### config.mk
export PLATFORM = sky130hd
export DESIGN_NAME = priority_message_selector
export DESIGN_NICKNAME = d
export VERILOG_FILES = /design/src/rtl/msg_sel_pkg.sv /design/src/rtl/priority_message_selector.sv
export SDC_FILE = /design/constraint.sdc
export NUM_CORES = 1
export LEC_CHECK = 0
export BUFFER_PORTS_ARGS = -buffer_cell sky130_fd_sc_hd__clkbuf_2
export CORE_UTILIZATION = 36
export CTS_BUF_LIST = sky130_fd_sc_hd__clkbuf_2 sky130_fd_sc_hd__clkbuf_4 sky130_fd_sc_hd__clkbuf_8
export CTS_CLUSTER_DIAMETER = 60
export DETAILED_ROUTE_END_ITERATION = 8
export GPL_TIMING_DRIVEN = 1
export PLACE_DENSITY_LB_ADDON = 0.12
export SYNTH_ARGS = -nofsm -noshare
export SYNTH_HDL_FRONTEND = slang
export SYNTH_SLANG_ARGS = --single-unit
### constraint.sdc
create_clock -name clk_i -period 18.9 [get_ports clk_i]
set_input_delay 0 -clock clk_i [delete_from_list [all_inputs] [get_ports clk_i]]
set_output_delay 0 -clock clk_i [all_outputs]
set_load 0.005 [all_outputs]
### src/rtl/msg_sel_pkg.sv
// Operation
// RULE1: Active inputs select messages; lowest message number always wins.
// RULE2: Shown message holds until a higher one appears or it drops.
// RULE3: Inputs whose message is not programmed are ignored.
// RULE4: With no active input show idle message 17, or 21 in twenty-input mode.
// RULE5: Idle message unprogrammed: show fixed idle-not-programmed error instead.
// RULE6: Input lines are examined in ascending order over 8 or 16 lines.
// RULE7: Display only after strobe held for one scan plus debounce time.
// RULE8: Port watched continuously; higher input replaces message while strobe active.
// RULE9: No variable data; data-select lines choose an alternate message bank.
// RULE10: Bank gives up to seven alternates per input, base plus hundreds.
// RULE11: Three bank lines form bank 0..7; add bank times 100.
// RULE12: Twenty/twelve-input mode uses control terminals as extra discrete inputs.
// RULE13: Twenty-input mode: strobe is a plain input, not a gate.
// RULE14: Display-mode entry shows self-test for at least 3 s, then clears.
// RULE15: After entry, show message when strobe enabled and message line set.
// RULE16: Unprogrammed message memory: show memory-inoperative message, no operation.
// RULE17: Operation is a repeating scan of 1 to 75 ms.
// RULE18: Accept new value only after equal reads for two scans plus debounce.
// RULE19: Any differing read restarts acceptance with the new candidate.
// RULE20: Controller holds lines one scan plus debounce or another scan.
// RULE21: Saver enabled: blank after port inactive for the saver time.
// RULE22: Blank persists until valid input, which restarts the saver timer.
// RULE23: Eight-line port value limited to 99 BCD or 255 binary.
package msg_sel_pkg;
    localparam int CLK_HZ = 25_000_000;
    localparam int SELFTEST_MS = 3000;
    localparam int SELFTEST_CYC = CLK_HZ / 1000 * SELFTEST_MS;
    localparam int SCAN_MS = 1;
    localparam int SCAN_CYC = CLK_HZ / 1000 * SCAN_MS;
    localparam int PORT_W = 20;
    localparam int MSG_W = 10;
    localparam logic [MSG_W-1:0] IDLE_MSG = 10'h011;
    localparam logic [MSG_W-1:0] IDLE_MSG_20 = 10'h015;
    localparam logic [MSG_W-1:0] BANK_STEP = 10'h064;
    // Register word indices
    localparam logic [2:0] REG_CTRL = 3'h0;
    localparam logic [2:0] REG_DEBOUNCE = 3'h1;
    localparam logic [2:0] REG_SAVER = 3'h2;
    localparam logic [2:0] REG_PROG = 3'h3;
    localparam logic [2:0] REG_STATUS = 3'h4;
    localparam logic [2:0] REG_MSG = 3'h5;
    localparam logic [2:0] REG_PORTVAL = 3'h6;
    // CTRL fields
    localparam int CTRL_ENTER = 0;
    localparam int CTRL_WIDE = 1;
    localparam int CTRL_TWENTY = 2;
    localparam int CTRL_BINARY = 3;
    localparam int CTRL_SAVER = 4;
    localparam int CTRL_MEMOK = 5;
    localparam logic [5:0] CTRL_RST = 6'h02;
    localparam logic [7:0] DEBOUNCE_RST = 8'h02;
    localparam logic [15:0] SAVER_RST = 16'hffff;
    localparam logic [21:0] PROG_RST = 22'h00_0000;
    typedef enum logic [1:0] {
        ST_OFF,
        ST_INOP,
        ST_SELFTEST,
        ST_RUN
    } state_t;
endpackage

### src/rtl/priority_message_selector.sv
// Chosen here: the Avalon-MM slave port and the register addresses.
module priority_message_selector
    import msg_sel_pkg::*;
#(
    parameter int SCAN_CYCLES = msg_sel_pkg::SCAN_CYC,
    parameter int SELFTEST_CYCLES = msg_sel_pkg::SELFTEST_CYC
) (
    input wire logic clk_i,
    input wire logic srst_i,
    input wire logic [2:0] avs_address_i,
    input wire logic avs_read_i,
    input wire logic avs_write_i,
    input wire logic [31:0] avs_writedata_i,
    input wire logic [3:0] avs_byteenable_i,
    output logic [31:0] avs_readdata_o,
    output logic avs_waitrequest_o,
    input wire logic [15:0] discrete_i,
    input wire logic [2:0] bank_sel_i,
    input wire logic strobe_i,
    output logic [msg_sel_pkg::MSG_W-1:0] msg_num_o,
    output logic msg_valid_o,
    output logic show_selftest_o,
    output logic show_inop_o,
    output logic show_idle_err_o,
    output logic blank_o,
    output logic scan_tick_o
);
    import msg_sel_pkg::*;

    logic [5:0] ctrl_r;
    logic [7:0] debounce_r;
    logic [15:0] saver_r;
    logic [21:0] prog_r;
    logic ack_r;
    logic [31:0] rdata_r;
    state_t state_r;
    logic [31:0] st_cnt_r;
    logic [31:0] scan_cnt_r;
    logic scan_tick;
    logic [PORT_W-1:0] sync1_r;
    logic [PORT_W-1:0] sync2_r;
    logic [PORT_W-1:0] sync3_r;
    logic [PORT_W-1:0] stable_r;
    logic [PORT_W-1:0] cand_r;
    logic [PORT_W-1:0] acc_r;
    logic [8:0] match_r;
    logic new_acc;
    logic [15:0] idle_scans_r;
    logic [MSG_W-1:0] msg_r;
    logic [MSG_W-1:0] msg_nxt;
    logic valid_r;
    logic valid_nxt;
    logic idle_err_r;
    logic idle_err_nxt;
    logic blank_r;
    logic upd_r;
    logic [15:0] portval_r;
    logic [PORT_W-1:0] eff_port;
    logic [2:0] eff_bank;
    logic [4:0] pick;
    logic gate_ok;
    logic [MSG_W-1:0] idle_num;

    // Bus access: one wait cycle, then answer
    wire access = avs_read_i | avs_write_i;
    assign avs_waitrequest_o = access & ~ack_r;
    assign avs_readdata_o = rdata_r;

    function automatic logic [31:0] merge(input logic [31:0] old, input logic [31:0] wd,
                                          input logic [3:0] be);
        logic [31:0] r;
        r = old;
        for (int b = 0; b < 4; b++) begin
            if (be[b]) begin
                r[b*8 +: 8] = wd[b*8 +: 8];
            end
        end
        return r;
    endfunction

    // Programmed check uses the base number only, bank lines do not matter
    function automatic logic is_prog(input logic [21:0] map, input logic [4:0] n);
        return map[n];
    endfunction

    function automatic logic [MSG_W-1:0] bank_msg(input logic [4:0] base,
                                                   input logic [2:0] bank);
        return MSG_W'(base) + MSG_W'(bank) * BANK_STEP;
    endfunction

    // Eight-line units see only the low byte
    function automatic logic [15:0] fitted(input logic wide, input logic [15:0] v);
        return wide ? v : {8'h00, v[7:0]};
    endfunction

    always_ff @(posedge clk_i) begin
        if (srst_i) begin
            ack_r <= 1'b0;
        end else begin
            ack_r <= access & ~ack_r;
        end
    end

    wire wr_take = avs_write_i & ack_r;
    always_ff @(posedge clk_i) begin
        if (srst_i) begin
            ctrl_r <= CTRL_RST;
            debounce_r <= DEBOUNCE_RST;
            saver_r <= SAVER_RST;
            prog_r <= PROG_RST;
        end else if (wr_take) begin
            case (avs_address_i)
                REG_CTRL: ctrl_r <= 6'(merge({26'h0, ctrl_r}, avs_writedata_i,
                                             avs_byteenable_i));
                REG_DEBOUNCE: debounce_r <= 8'(merge({24'h0, debounce_r}, avs_writedata_i,
                                                     avs_byteenable_i));
                REG_SAVER: saver_r <= 16'(merge({16'h0, saver_r}, avs_writedata_i,
                                                avs_byteenable_i));
                REG_PROG: prog_r <= 22'(merge({10'h0, prog_r}, avs_writedata_i,
                                              avs_byteenable_i));
                default: ;
            endcase
        end
    end

    always_ff @(posedge clk_i) begin
        if (srst_i) begin
            rdata_r <= 32'h0000_0000;
        end else if (avs_read_i & ~ack_r) begin
            case (avs_address_i)
                REG_CTRL: rdata_r <= {26'h0, ctrl_r};
                REG_DEBOUNCE: rdata_r <= {24'h0, debounce_r};
                REG_SAVER: rdata_r <= {16'h0, saver_r};
                REG_PROG: rdata_r <= {10'h0, prog_r};
                REG_STATUS: rdata_r <= {26'h0, blank_r, idle_err_r, valid_r,
                                        scan_tick, state_r};
                REG_MSG: rdata_r <= {22'h0, msg_r};
                REG_PORTVAL: rdata_r <= {16'h0, portval_r};
                default: rdata_r <= 32'h0000_0000;
            endcase
        end
    end

    // Mode state: entry runs self-test, bad memory parks in inoperative
    always_ff @(posedge clk_i) begin
        if (srst_i) begin
            state_r <= ST_OFF;
            st_cnt_r <= 32'h0000_0000;
        end else begin
            case (state_r)
                ST_OFF: begin
                    st_cnt_r <= 32'h0000_0000;
                    if (ctrl_r[CTRL_ENTER]) begin
                        state_r <= ctrl_r[CTRL_MEMOK] ? ST_SELFTEST : ST_INOP; // see RULE16
                    end
                end
                ST_INOP: begin
                    if (!ctrl_r[CTRL_ENTER]) begin
                        state_r <= ST_OFF;
                    end
                end
                ST_SELFTEST: begin
                    st_cnt_r <= st_cnt_r + 32'h0000_0001;
                    if (!ctrl_r[CTRL_ENTER]) begin
                        state_r <= ST_OFF;
                    end else if (st_cnt_r >= 32'(SELFTEST_CYCLES - 1)) begin
                        state_r <= ST_RUN; // see RULE14
                    end
                end
                ST_RUN: begin
                    if (!ctrl_r[CTRL_ENTER]) begin
                        state_r <= ST_OFF;
                    end
                end
                default: state_r <= ST_OFF;
            endcase
        end
    end

    // Fixed-period scan; the real loop varies, the fastest case sets the period
    always_ff @(posedge clk_i) begin
        if (srst_i || state_r != ST_RUN) begin
            scan_cnt_r <= 32'h0000_0000;
        end else if (scan_tick) begin
            scan_cnt_r <= 32'h0000_0000;
        end else begin
            scan_cnt_r <= scan_cnt_r + 32'h0000_0001; // see RULE17
        end
    end
    assign scan_tick = (state_r == ST_RUN) && (scan_cnt_r >= 32'(SCAN_CYCLES - 1));
    assign scan_tick_o = scan_tick;

    // Pin sampling: a bit changes only once stages two and three agree
    always_ff @(posedge clk_i) begin
        if (srst_i) begin
            sync1_r <= '0;
            sync2_r <= '0;
            sync3_r <= '0;
            stable_r <= '0;
        end else begin
            sync1_r <= {strobe_i, bank_sel_i, discrete_i};
            sync2_r <= sync1_r;
            sync3_r <= sync2_r;
            stable_r <= (sync2_r & ~(sync2_r ^ sync3_r)) | (stable_r & (sync2_r ^ sync3_r));
        end
    end

    // Scan debounce; a value must repeat on 1 + debounce scans
    wire [8:0] need = {1'b0, debounce_r} + 9'h001;
    always_ff @(posedge clk_i) begin
        if (srst_i || state_r != ST_RUN) begin
            cand_r <= '0;
            acc_r <= '0;
            match_r <= 9'h000;
        end else if (scan_tick) begin
            if (stable_r != cand_r) begin
                cand_r <= stable_r; // see RULE19
                match_r <= 9'h000;
            end else if (match_r < need) begin
                match_r <= match_r + 9'h001;
                if (match_r + 9'h001 == need) begin
                    acc_r <= cand_r; // see RULE18
                end
            end
        end
    end
    assign new_acc = scan_tick && (stable_r == cand_r) && (match_r + 9'h001 == need)
                     && (cand_r != acc_r);

    // Which lines count as inputs depends on width and twenty-input mode
    always_comb begin
        eff_port = '0;
        eff_bank = 3'h0;
        case ({ctrl_r[CTRL_WIDE], ctrl_r[CTRL_TWENTY]})
            2'b11: eff_port = acc_r; // see RULE12
            2'b10: begin
                eff_port[15:0] = acc_r[15:0];
                eff_bank = acc_r[18:16]; // see RULE9
            end
            2'b01: eff_port[11:0] = {acc_r[19:16], acc_r[7:0]};
            default: begin
                eff_port[7:0] = acc_r[7:0];
                eff_bank = acc_r[18:16];
            end
        endcase
    end

    // Lowest programmed active input; zero means none
    always_comb begin
        pick = 5'h00;
        for (int i = PORT_W; i >= 1; i--) begin
            if (eff_port[i-1] && is_prog(prog_r, 5'(i))) begin // see RULE3
                pick = 5'(i); // see RULE1 see RULE6
            end
        end
    end

    assign idle_num = ctrl_r[CTRL_TWENTY] ? IDLE_MSG_20 : IDLE_MSG;
    // Strobe gates selection unless it is itself a discrete input
    assign gate_ok = ctrl_r[CTRL_TWENTY] | acc_r[19]; // see RULE7 see RULE13 see RULE15

    // Selection result, applied once per scan
    always_comb begin
        msg_nxt = idle_num;
        valid_nxt = 1'b0;
        idle_err_nxt = 1'b1; // see RULE5
        if (pick != 5'h00) begin
            msg_nxt = bank_msg(pick, eff_bank); // see RULE10 see RULE11
            valid_nxt = 1'b1;
            idle_err_nxt = 1'b0;
        end else if (is_prog(prog_r, idle_num[4:0])) begin
            valid_nxt = 1'b1; // see RULE4
            idle_err_nxt = 1'b0;
        end
    end

    // Display refresh follows the scan; register writes show at the next scan
    always_ff @(posedge clk_i) begin
        if (srst_i) begin
            upd_r <= 1'b0;
        end else begin
            upd_r <= scan_tick;
        end
    end

    always_ff @(posedge clk_i) begin
        if (srst_i || state_r != ST_RUN) begin
            msg_r <= '0;
            valid_r <= 1'b0;
            idle_err_r <= 1'b0;
        end else if (upd_r && gate_ok) begin // see RULE8 see RULE2
            msg_r <= msg_nxt;
            valid_r <= valid_nxt;
            idle_err_r <= idle_err_nxt;
        end
    end

    // Saver counts scans without a newly accepted port value
    always_ff @(posedge clk_i) begin
        if (srst_i || state_r != ST_RUN) begin
            idle_scans_r <= 16'h0000;
            blank_r <= 1'b0;
        end else if (new_acc) begin
            idle_scans_r <= 16'h0000; // see RULE22
            blank_r <= 1'b0;
        end else if (scan_tick && ctrl_r[CTRL_SAVER]) begin
            if (idle_scans_r >= saver_r) begin
                blank_r <= 1'b1; // see RULE21
            end else begin
                idle_scans_r <= idle_scans_r + 16'h0001;
            end
        end else if (!ctrl_r[CTRL_SAVER]) begin
            idle_scans_r <= 16'h0000;
            blank_r <= 1'b0;
        end
    end

    // Port value as a number, clamped to the fitted width
    function automatic logic [15:0] bcd4(input logic [15:0] v);
        logic [15:0] r;
        r = 16'h0000;
        for (int d = 3; d >= 0; d--) begin
            r = r * 16'h000a + ((v[d*4 +: 4] > 4'h9) ? 16'h0009 : {12'h0, v[d*4 +: 4]});
        end
        return r;
    endfunction

    always_ff @(posedge clk_i) begin
        if (srst_i) begin
            portval_r <= 16'h0000;
        end else if (ctrl_r[CTRL_BINARY]) begin
            portval_r <= fitted(ctrl_r[CTRL_WIDE], acc_r[15:0]); // see RULE23
        end else begin
            portval_r <= bcd4(fitted(ctrl_r[CTRL_WIDE], acc_r[15:0]));
        end
    end

    assign msg_num_o = msg_r;
    assign msg_valid_o = valid_r & ~blank_r;
    assign show_idle_err_o = idle_err_r & ~blank_r;
    assign blank_o = blank_r;
    assign show_selftest_o = (state_r == ST_SELFTEST);
    assign show_inop_o = (state_r == ST_INOP);
endmodule

==> reports/results.tsv, run 1 <==
stage	metric	value	unit
finish	area of the multi-input gates	9057	um^2
worst_setup_path	reg2reg path depth	22	
power_and_ir_drop	Pwr Density	75.70	nW/um^2
run_status	status	complete, no violations	
run	number of max-cap violations	0	
clocking	CTS Root Cell	clkbuf_8	
global_route	largest net degree at the start of global routing	94	
floorplanning	# rows	76	
global_route	vias in the first global route	12410	
finish	fin nets	2150	
drt	via count	13150	
clocking	htree depth	2	
drt	DRT iter0 DRCs	737	
drt	first drt pass iteration count	5	
logic_synthesis	sequential cell area fraction in the yosys report	0.3991	
global_route	initial antenna violation count	0	
worst_setup_path	Crit Path Class	reg2reg	
logic_synthesis	Cell Area, Synth	15850	um^2
logic_synthesis	most common cell in the netlist	dfxtp_1	
floorplanning	chip width	211.8	um
logic_synthesis	ys async rst share	0	
logic_synthesis	mux share of post-synthesis cell area	0.04665	
clocking	Clock Latency Late Sink	0.66	ns
logic_synthesis	Synth top area share	0.3991	
drt	post-route ant nets	0	
placement	Placer Congestion	0.8336	
logic_synthesis	synthesized area per cell	8.704	um^2
logic_synthesis	Post-synth EDFFs	0	
floorplanning	I/O Pins	112	
finish	Reg area	6326	um^2
timing	Final period util	0.3549	
logic_synthesis	synth unique cells	78	
worst_setup_path	Worst setup SP type	flop	
floorplanning	initial cell density of the core	0.3663	
logic_synthesis	Synth Area in Simple Gates	0.2157	
timing	Final Skew	0.04652	ns
logic_synthesis	area leader, netlist	dfxtp_1	
finish	share of cells above drive strength 1	0.1137	
finish	antenna diode count	0	
timing	RSZ-0062 raised after global routing	no	
floorplanning	Die H	211.8	um
drt	DRC viols	0	
timing	Hold Vio Cnt, Final	0	
timing	# setup viols final	0	
power_and_ir_drop	Tot Pwr	0.001431	W
min_path	Worst Hold Class	in2reg	
timing	fmax	149.1	MHz
global_route	Total GRT Usage	0.1853	
floorplanning	CORE AREA	43270	um^2
placement	Buffers on Ports	90	
placement	DPL Wire Length	29680	um
worst_setup_path	Critical Path AT	7.24	ns
finish	final core occ	0.4368	
clocking	Clk pin slew, worst setup/hold paths	0.06	ns
finish	area grow syn2layout	19.23	%
clocking	CTS tree	done	
drt	final WL	41570	um
global_route	Overflow after GRT	0	
logic_synthesis	list of most frequent post-synthesis cells	dfxtp_1 (316), nor2_1 (186), nand2_1 (155), a21oi_1 (120), o21ai_0 (96)	
min_path	Min-Delay Path Depth	3	
timing	setup TNS	0	ns
clocking	TritonCTS buffer count	57	
logic_synthesis	Synth Area in Adders	0.07404	
drt	Vias/cell	5.010	
logic_synthesis	Ys Warns	0	
placement	setup slack at placement	12.21	ns
timing	Max-slew headroom	0.2363	
clocking	Clock Sinks	316	
timing	final setup margin	12.19	ns
global_route	first-pass GRT wire length	65810	um
timing	worst hold slack	0.1001	ns
logic_synthesis	Post-Synth XOR/XNOR Area	0.07847	
logic_synthesis	ranking of synthesized cells by area	dfxtp_1 (40%), ha_1 (6.7%), nor2_1 (4.4%)	
clocking	clock tree buffer depth	3	
logic_synthesis	post-synthesis compound-gate area fraction	0.1478	
power_and_ir_drop	Leak	7.566	nW
logic_synthesis	flops & latches, synth	316	
timing	Max Slew Vio Count	0	
worst_setup_path	Worst Path Required	19.43	ns
timing	Slew @ Worst Pin	1.143	ns
timing	fin crit period	6.708	ns
logic_synthesis	Synth Flop Type	dfxtp_1	
logic_synthesis	Post-Synthesis Cells	1821	
floorplanning	Die ar.	44870	um^2
worst_setup_path	worst-path maximum fanout	11	
finish	Fillers	4247	
power_and_ir_drop	worst vdd ir	0.04884	mV
logic_synthesis	largest family of logic cells by synthesized area	simple AND/OR/NAND/NOR gates	
clocking	# resized after CTS	0	
drt	wire per inst	15.83	um
worst_setup_path	Worst setup EP type	flop	
report_power, final:
group          internal (W)  switching, W  total (W)
clock              0.000402      0.000293   0.000695
sequential         0.000676    0.00000474   0.000681
combinational     0.0000248     0.0000296  0.0000544
stage by stage:
| step | std cells | cell area [um^2] |
|---|---|---|
| after detailed placement | 2442 | 16840 |
| after CTS | 2625 | 18900 |
| final | 2625 | 18900 |
| after floorplan | 1850 | 15960 |
| after global placement | 2442 | 16840 |
| after global routing | 2625 | 18900 |
sequential cells by signal, summed over array words and instances, names as in the netlist, 22 cells and up, named ones only:
| signal | cells |
|---|---|
| avs_readdata_o | 22 |
| prog_r | 22 |
| scan_cnt_r | 32 |
| st_cnt_r | 32 |
area by class of cell:
type / count / share of cell area
clock buffers: 90 / 0.05892
clock inverters: 12 / 0.006952
inverters: 52 / 0.01033
multi-input cells: 1389 / 0.4793
flip-flops and latches: 316 / 0.3347
well taps: 585 / 0.03873
repair buffers: 181 / 0.07104
worst paths after layout:
check                                    from            end  slack [ns]
worst max-delay path                ctrl_r[1]  portval_r[15]       12.19
worst min-delay path            discrete_i[0]     sync1_r[0]        0.10
worst max register to register      ctrl_r[1]  portval_r[15]       12.19
worst min register to register     sync1_r[6]     sync2_r[6]        0.41
layer usage:
metal  GRT usage  up-vias  wire [um]
met1      0.2516     6092      20360
met2      0.2920      271      18270
li1            -     6714          -
met4     0.06097        0       1026
met5           0        -          0
met3     0.03783       73       1907
cell usage in the layout (no fill, tap or decap), types with 69 or more instances in the layout:
| cell | netlist | final |
|---|---|---|
| xor2_1 | 69 | 69 |
| a21oi_1 | 120 | 120 |
| clkbuf_8 | 0 | 70 |
| dfxtp_1 | 316 | 316 |
| clkbuf_2 | 1 | 89 |
| dlygate4sd3_1 | 0 | 81 |
| nor2_1 | 186 | 185 |
| nand3_1 | 93 | 93 |
| ha_1 | 85 | 85 |
| nand2_1 | 155 | 155 |
| xnor2_1 | 73 | 73 |
| o21ai_0 | 96 | 96 |
| nor2b_1 | 85 | 85 |
repair_timing:
action | in CTS | in global routing
hold buffers | 81 | 0
setup buffers | 0 | 0
endpoints found under the hold margin | 124 | 0
cells by family (layout without fill, tap and decap cells):
group                    count (synthesis)  count (layout)
AND/OR/NAND/NOR                        692             692
AO/OA/AOI/OAI                          368             368
flip-flops                             316             316
buffers and inverters                  145             335
XOR/XNOR                               142             142
adder cells (fa/ha/maj)                 91              91
multiplexers                            66              66
other                                    1              30
critical path, cell delays in order (launching register included):
cell      delay (ns)
dfxtp_1         0.57
nand2_1         0.28
nor2_1          0.22
xor2_1          0.10
ha_1            0.22
o21a_1          0.19
o21ai_0         0.27
xnor2_1         0.22
ha_1            0.29
ha_1            0.27
a211oi_1        0.37
o21ai_0         0.25
nor4_1          0.48
xor2_1          0.24
ha_1            0.27
ha_1            0.37
or3b_2          0.46
o211ai_1        0.33
and4_1          0.27
and4_1          0.26
a31oi_1         0.12
o21a_1          0.19
or3_1           0.36
Note: power is estimated with default switching activity, not from simulation.
==> run 2: changes to the inputs <==
Settings changed: ABC_AREA set to 1.
Clock period 18.9 ns to 6.4 ns, I/O delays scaled along.
==> reports/results.tsv, run 2 <==
stage	metric	value	unit	change
timing	Slew @ Worst Pin	0.9665	ns	-0.1764 ns
finish	most frequent cells in the layout	inv_1 (319), nand2_1 (316), dfxtp_1 (314)		
power_and_ir_drop	clock network fraction of design power	0.463		-0.023
power_and_ir_drop	internal power	0.003244	W	+190%
timing	fmax	172.7	MHz	+16%
timing	Max Slew Vio Count	0		unchanged
logic_synthesis	area leader, netlist	dfxtp_1		
clocking	CTS tree	done		
power_and_ir_drop	Tot Pwr	0.004283	W	+200%
logic_synthesis	list of most frequent post-synthesis cells	inv_1 (319), dfxtp_1 (316), nand2_1 (316), nor2_1 (307), a21oi_1 (169)		
floorplanning	chip width	212.1	um	+0.13%
worst_setup_path	CP peak stage delay	0.55	ns	-0.02 ns
finish	area of the multi-input gates	8148	um^2	-10%
finish	Reg area	6329	um^2	about the same
placement	Buffers on Ports	90		unchanged
min_path	Worst Hold Path EP	debounce_r[1]		
worst_setup_path	CP max-delay cell	or4_1		
worst_setup_path	reg2reg path depth	31		+41%
global_route	first-pass GRT wire length	68690	um	+4.4%
logic_synthesis	Post-Synthesis Cells	2139		+17%
power_and_ir_drop	Leak	8.047	nW	+6.4%
global_route	initial antenna violation count	0		unchanged
worst_setup_path	reg2reg setup slack	0.61	ns	-11.58 ns
finish	Post-Layout Inst Area	18820	um^2	-0.43%
worst_setup_path	Crit Path Class	reg2reg		
clocking	TritonCTS buffer count	55		-3.5%
logic_synthesis	Post-synth EDFFs	0		unchanged
finish	fin nets	2480		+15%
timing	RSZ-0062 raised after global routing	no		
logic_synthesis	ys async rst share	0		unchanged
drt	via count	14160		+7.7%
power_and_ir_drop	worst vdd ir	0.1726	mV	+250%
drt	final WL	43140	um	+3.8%
drt	wire per inst	14.61	um	-7.7%
worst_setup_path	Worst path depth	31		+41%
finish	area grow syn2layout	18.42	%	
floorplanning	# rows	76		unchanged
logic_synthesis	Ys Warns	0		unchanged
timing	Final period util	0.9049		+0.5500
power_and_ir_drop	Reg power frac	0.475		about the same
logic_synthesis	most common cell in the netlist	inv_1		
finish	Largest regs	scan_cnt_r (32), st_cnt_r (32)		
worst_setup_path	Worst setup EP type	flop		
drt	post-route ant nets	0		unchanged
logic_synthesis	Cell Area, Synth	15890	um^2	+0.25%
global_route	vias in the first global route	13340		+7.5%
worst_setup_path	Worst Path Required	6.92	ns	-12.51 ns
timing	setup TNS	0	ns	unchanged
timing	Max-slew headroom	0.3533		+0.1171
logic_synthesis	synthesized area per cell	7.429	um^2	-15%
placement	DPL Wire Length	31850	um	+7.3%
worst_setup_path	r2r startpoint	acc_r[13]		
floorplanning	Die ar.	44980	um^2	+0.25%
clocking	Clk pin slew, worst setup/hold paths	0.06	ns	about the same
finish	antenna diode count	0		unchanged
power_and_ir_drop	Pwr Density	227.6	nW/um^2	+200%
logic_synthesis	Synth Flop Type	dfxtp_1		
finish	Fillers	4499		+5.9%
power_and_ir_drop	Net Switching	0.001039	W	+220%
logic_synthesis	flops & latches, synth	316		unchanged
global_route	largest net degree at the start of global routing	83		-12%
clocking	CTS Root Cell	clkbuf_8		
placement	Placer Congestion	0.8716		+4.6%
min_path	Min-Delay Path Depth	5		+2
power_and_ir_drop	Switching Fraction	0.2427		+0.01356
drt	DRT iter0 DRCs	700		-5.0%
drt	DRC viols	0		unchanged
clocking	Clock Latency Late Sink	0.65	ns	about the same
finish	final core occ	0.4349		-0.001879
run	number of max-cap violations	0		unchanged
logic_synthesis	sequential cell area fraction in the yosys report	0.3981		-0.001006
run_status	status	complete, no violations		
clocking	Clock Sinks	316		unchanged
worst_setup_path	Worst Path Buf+Inv	6		+6
worst_setup_path	Top Family by Delay on Critical Path	simple AND/OR/NAND/NOR gates		
clocking	htree depth	2		unchanged
timing	Final Skew	0.03950	ns	-0.007023 ns
logic_synthesis	Synth top area share	0.3981		-0.001006
logic_synthesis	synth unique cells	60		-23%
power_and_ir_drop	Combinational Power Share	0.063		+0.025
worst_setup_path	worst-path maximum fanout	6		-5
timing	Hold Vio Cnt, Final	0		unchanged
floorplanning	I/O Pins	112		unchanged
finish	commonest non-fill, non-tap cell in the layout	inv_1		
floorplanning	CORE AREA	43270	um^2	unchanged
timing	# setup viols final	0		unchanged
worst_setup_path	Critical Path AT	6.31	ns	-0.93 ns
global_route	Overflow after GRT	0		unchanged
timing	fin crit period	5.791	ns	-0.9169 ns
placement	placed inst area	16960	um^2	+0.69%
drt	first drt pass iteration count	5		unchanged
min_path	Hold Path Origin	avs_byteenable_i[0]		
drt	Vias/cell	4.794		-4.3%
clocking	clock tree buffer depth	3		unchanged
global_route	Total GRT Usage	0.1922		+0.006836
min_path	Worst Hold Class	in2reg		
floorplanning	Die H	212.1	um	+0.13%
worst_setup_path	Worst setup SP type	flop		
worst_setup_path	Crit Reg-Reg Endpoint	portval_r[15]		
finish	share of cells above drive strength 1	0.1119		-0.001817
floorplanning	initial cell density of the core	0.3673		+0.0009254
logic_synthesis	ranking of synthesized cells by area	dfxtp_1 (40%), inv_1 (7.5%), nand2_1 (7.5%)		
## run 2: area by class of cell
cell class / count / area share
Timing Repair Buffer: 167 / 0.06317
Clock buffer: 88 / 0.05705
Tap cell: 585 / 0.03890
Sequential cell: 316 / 0.3363
Clock inverter: 10 / 0.005851
Multi-Input combinational cell: 1458 / 0.4330
Inverter: 329 / 0.06570
## run 2: metal layers
layer | global-route usage | vias to the layer above | part of all wire
met3 | 0.03516 | 70 | 0.048
li1 | - | 7322 | -
met2 | 0.3155 | 282 | 0.45
met1 | 0.2507 | 6484 | 0.47
met5 | 0 | - | 0
met4 | 0.06897 | 0 | 0.026
## run 2: repair_timing
item | in CTS | in global routing
setup endpoints to repair | 0 | 4
setup buffers | 0 | 4
gates resized for setup | 0 | 6
hold buffers | 63 | 0
hold endpoints to repair | 116 | 0
## run 2: cells by family after synthesis
family                   count (synthesis)  share of synthesized area
buffers and inverters                  394                    0.09716
adder cells (fa/ha/maj)                 90                    0.07323
AO/OA/AOI/OAI                          430                     0.1558
XOR/XNOR                                91                    0.05110
AND/OR/NAND/NOR                        817                     0.2243
other                                    1                  0.0002360
flip-flops                             316                     0.3981
## run 2: worst max-delay path by stage
stage / slack, ns / end / startpoint
after global placement: 0.46 / portval_r[15] / acc_r[15]
after CTS: 0.32 / portval_r[14] / acc_r[15]
after floorplan: 0.97 / portval_r[15] / acc_r[15]
final: 0.61 / portval_r[15] / acc_r[13]
after global routing: 0.04 / portval_r[15] / acc_r[13]
after detailed placement: 0.34 / portval_r[14] / acc_r[15]
## run 2: worst reg2reg max path: cells and delay by family, from the launching register on
family	cells	cell delay, ns
adder cells (fa/ha/maj)	6	1.89
AO/OA/AOI/OAI	1	0.25
buffers and inverters	6	0.37
AND/OR/NAND/NOR	15	2.31
flip-flops	1	0.41
XOR/XNOR	3	0.48
## run 2: power groups by stage
stage	clock, W	combinational, W	sequential [W]
global placement	0	0.000238	0.00208
floorplan	0	0.000152	0.00207
global route	0.00214	0.000304	0.00204
detailed placement	0	0.000240	0.00208
CTS	0.00205	0.000269	0.00203
finish	0.00198	0.000269	0.00203
## run 2: stage by stage
stage | cells | setup slack, ns | hold slack (ns)
after floorplan | 2168 | 0.9713 | 0.1070
after global placement | 2788 | 0.4626 | 0.1936
after detailed placement | 2788 | 0.3441 | 0.1980
after CTS | 2949 | 0.3235 | 0.0003876
after global routing | 2953 | 0.04315 | 0.08289
final | 2953 | 0.6087 | 0.07451
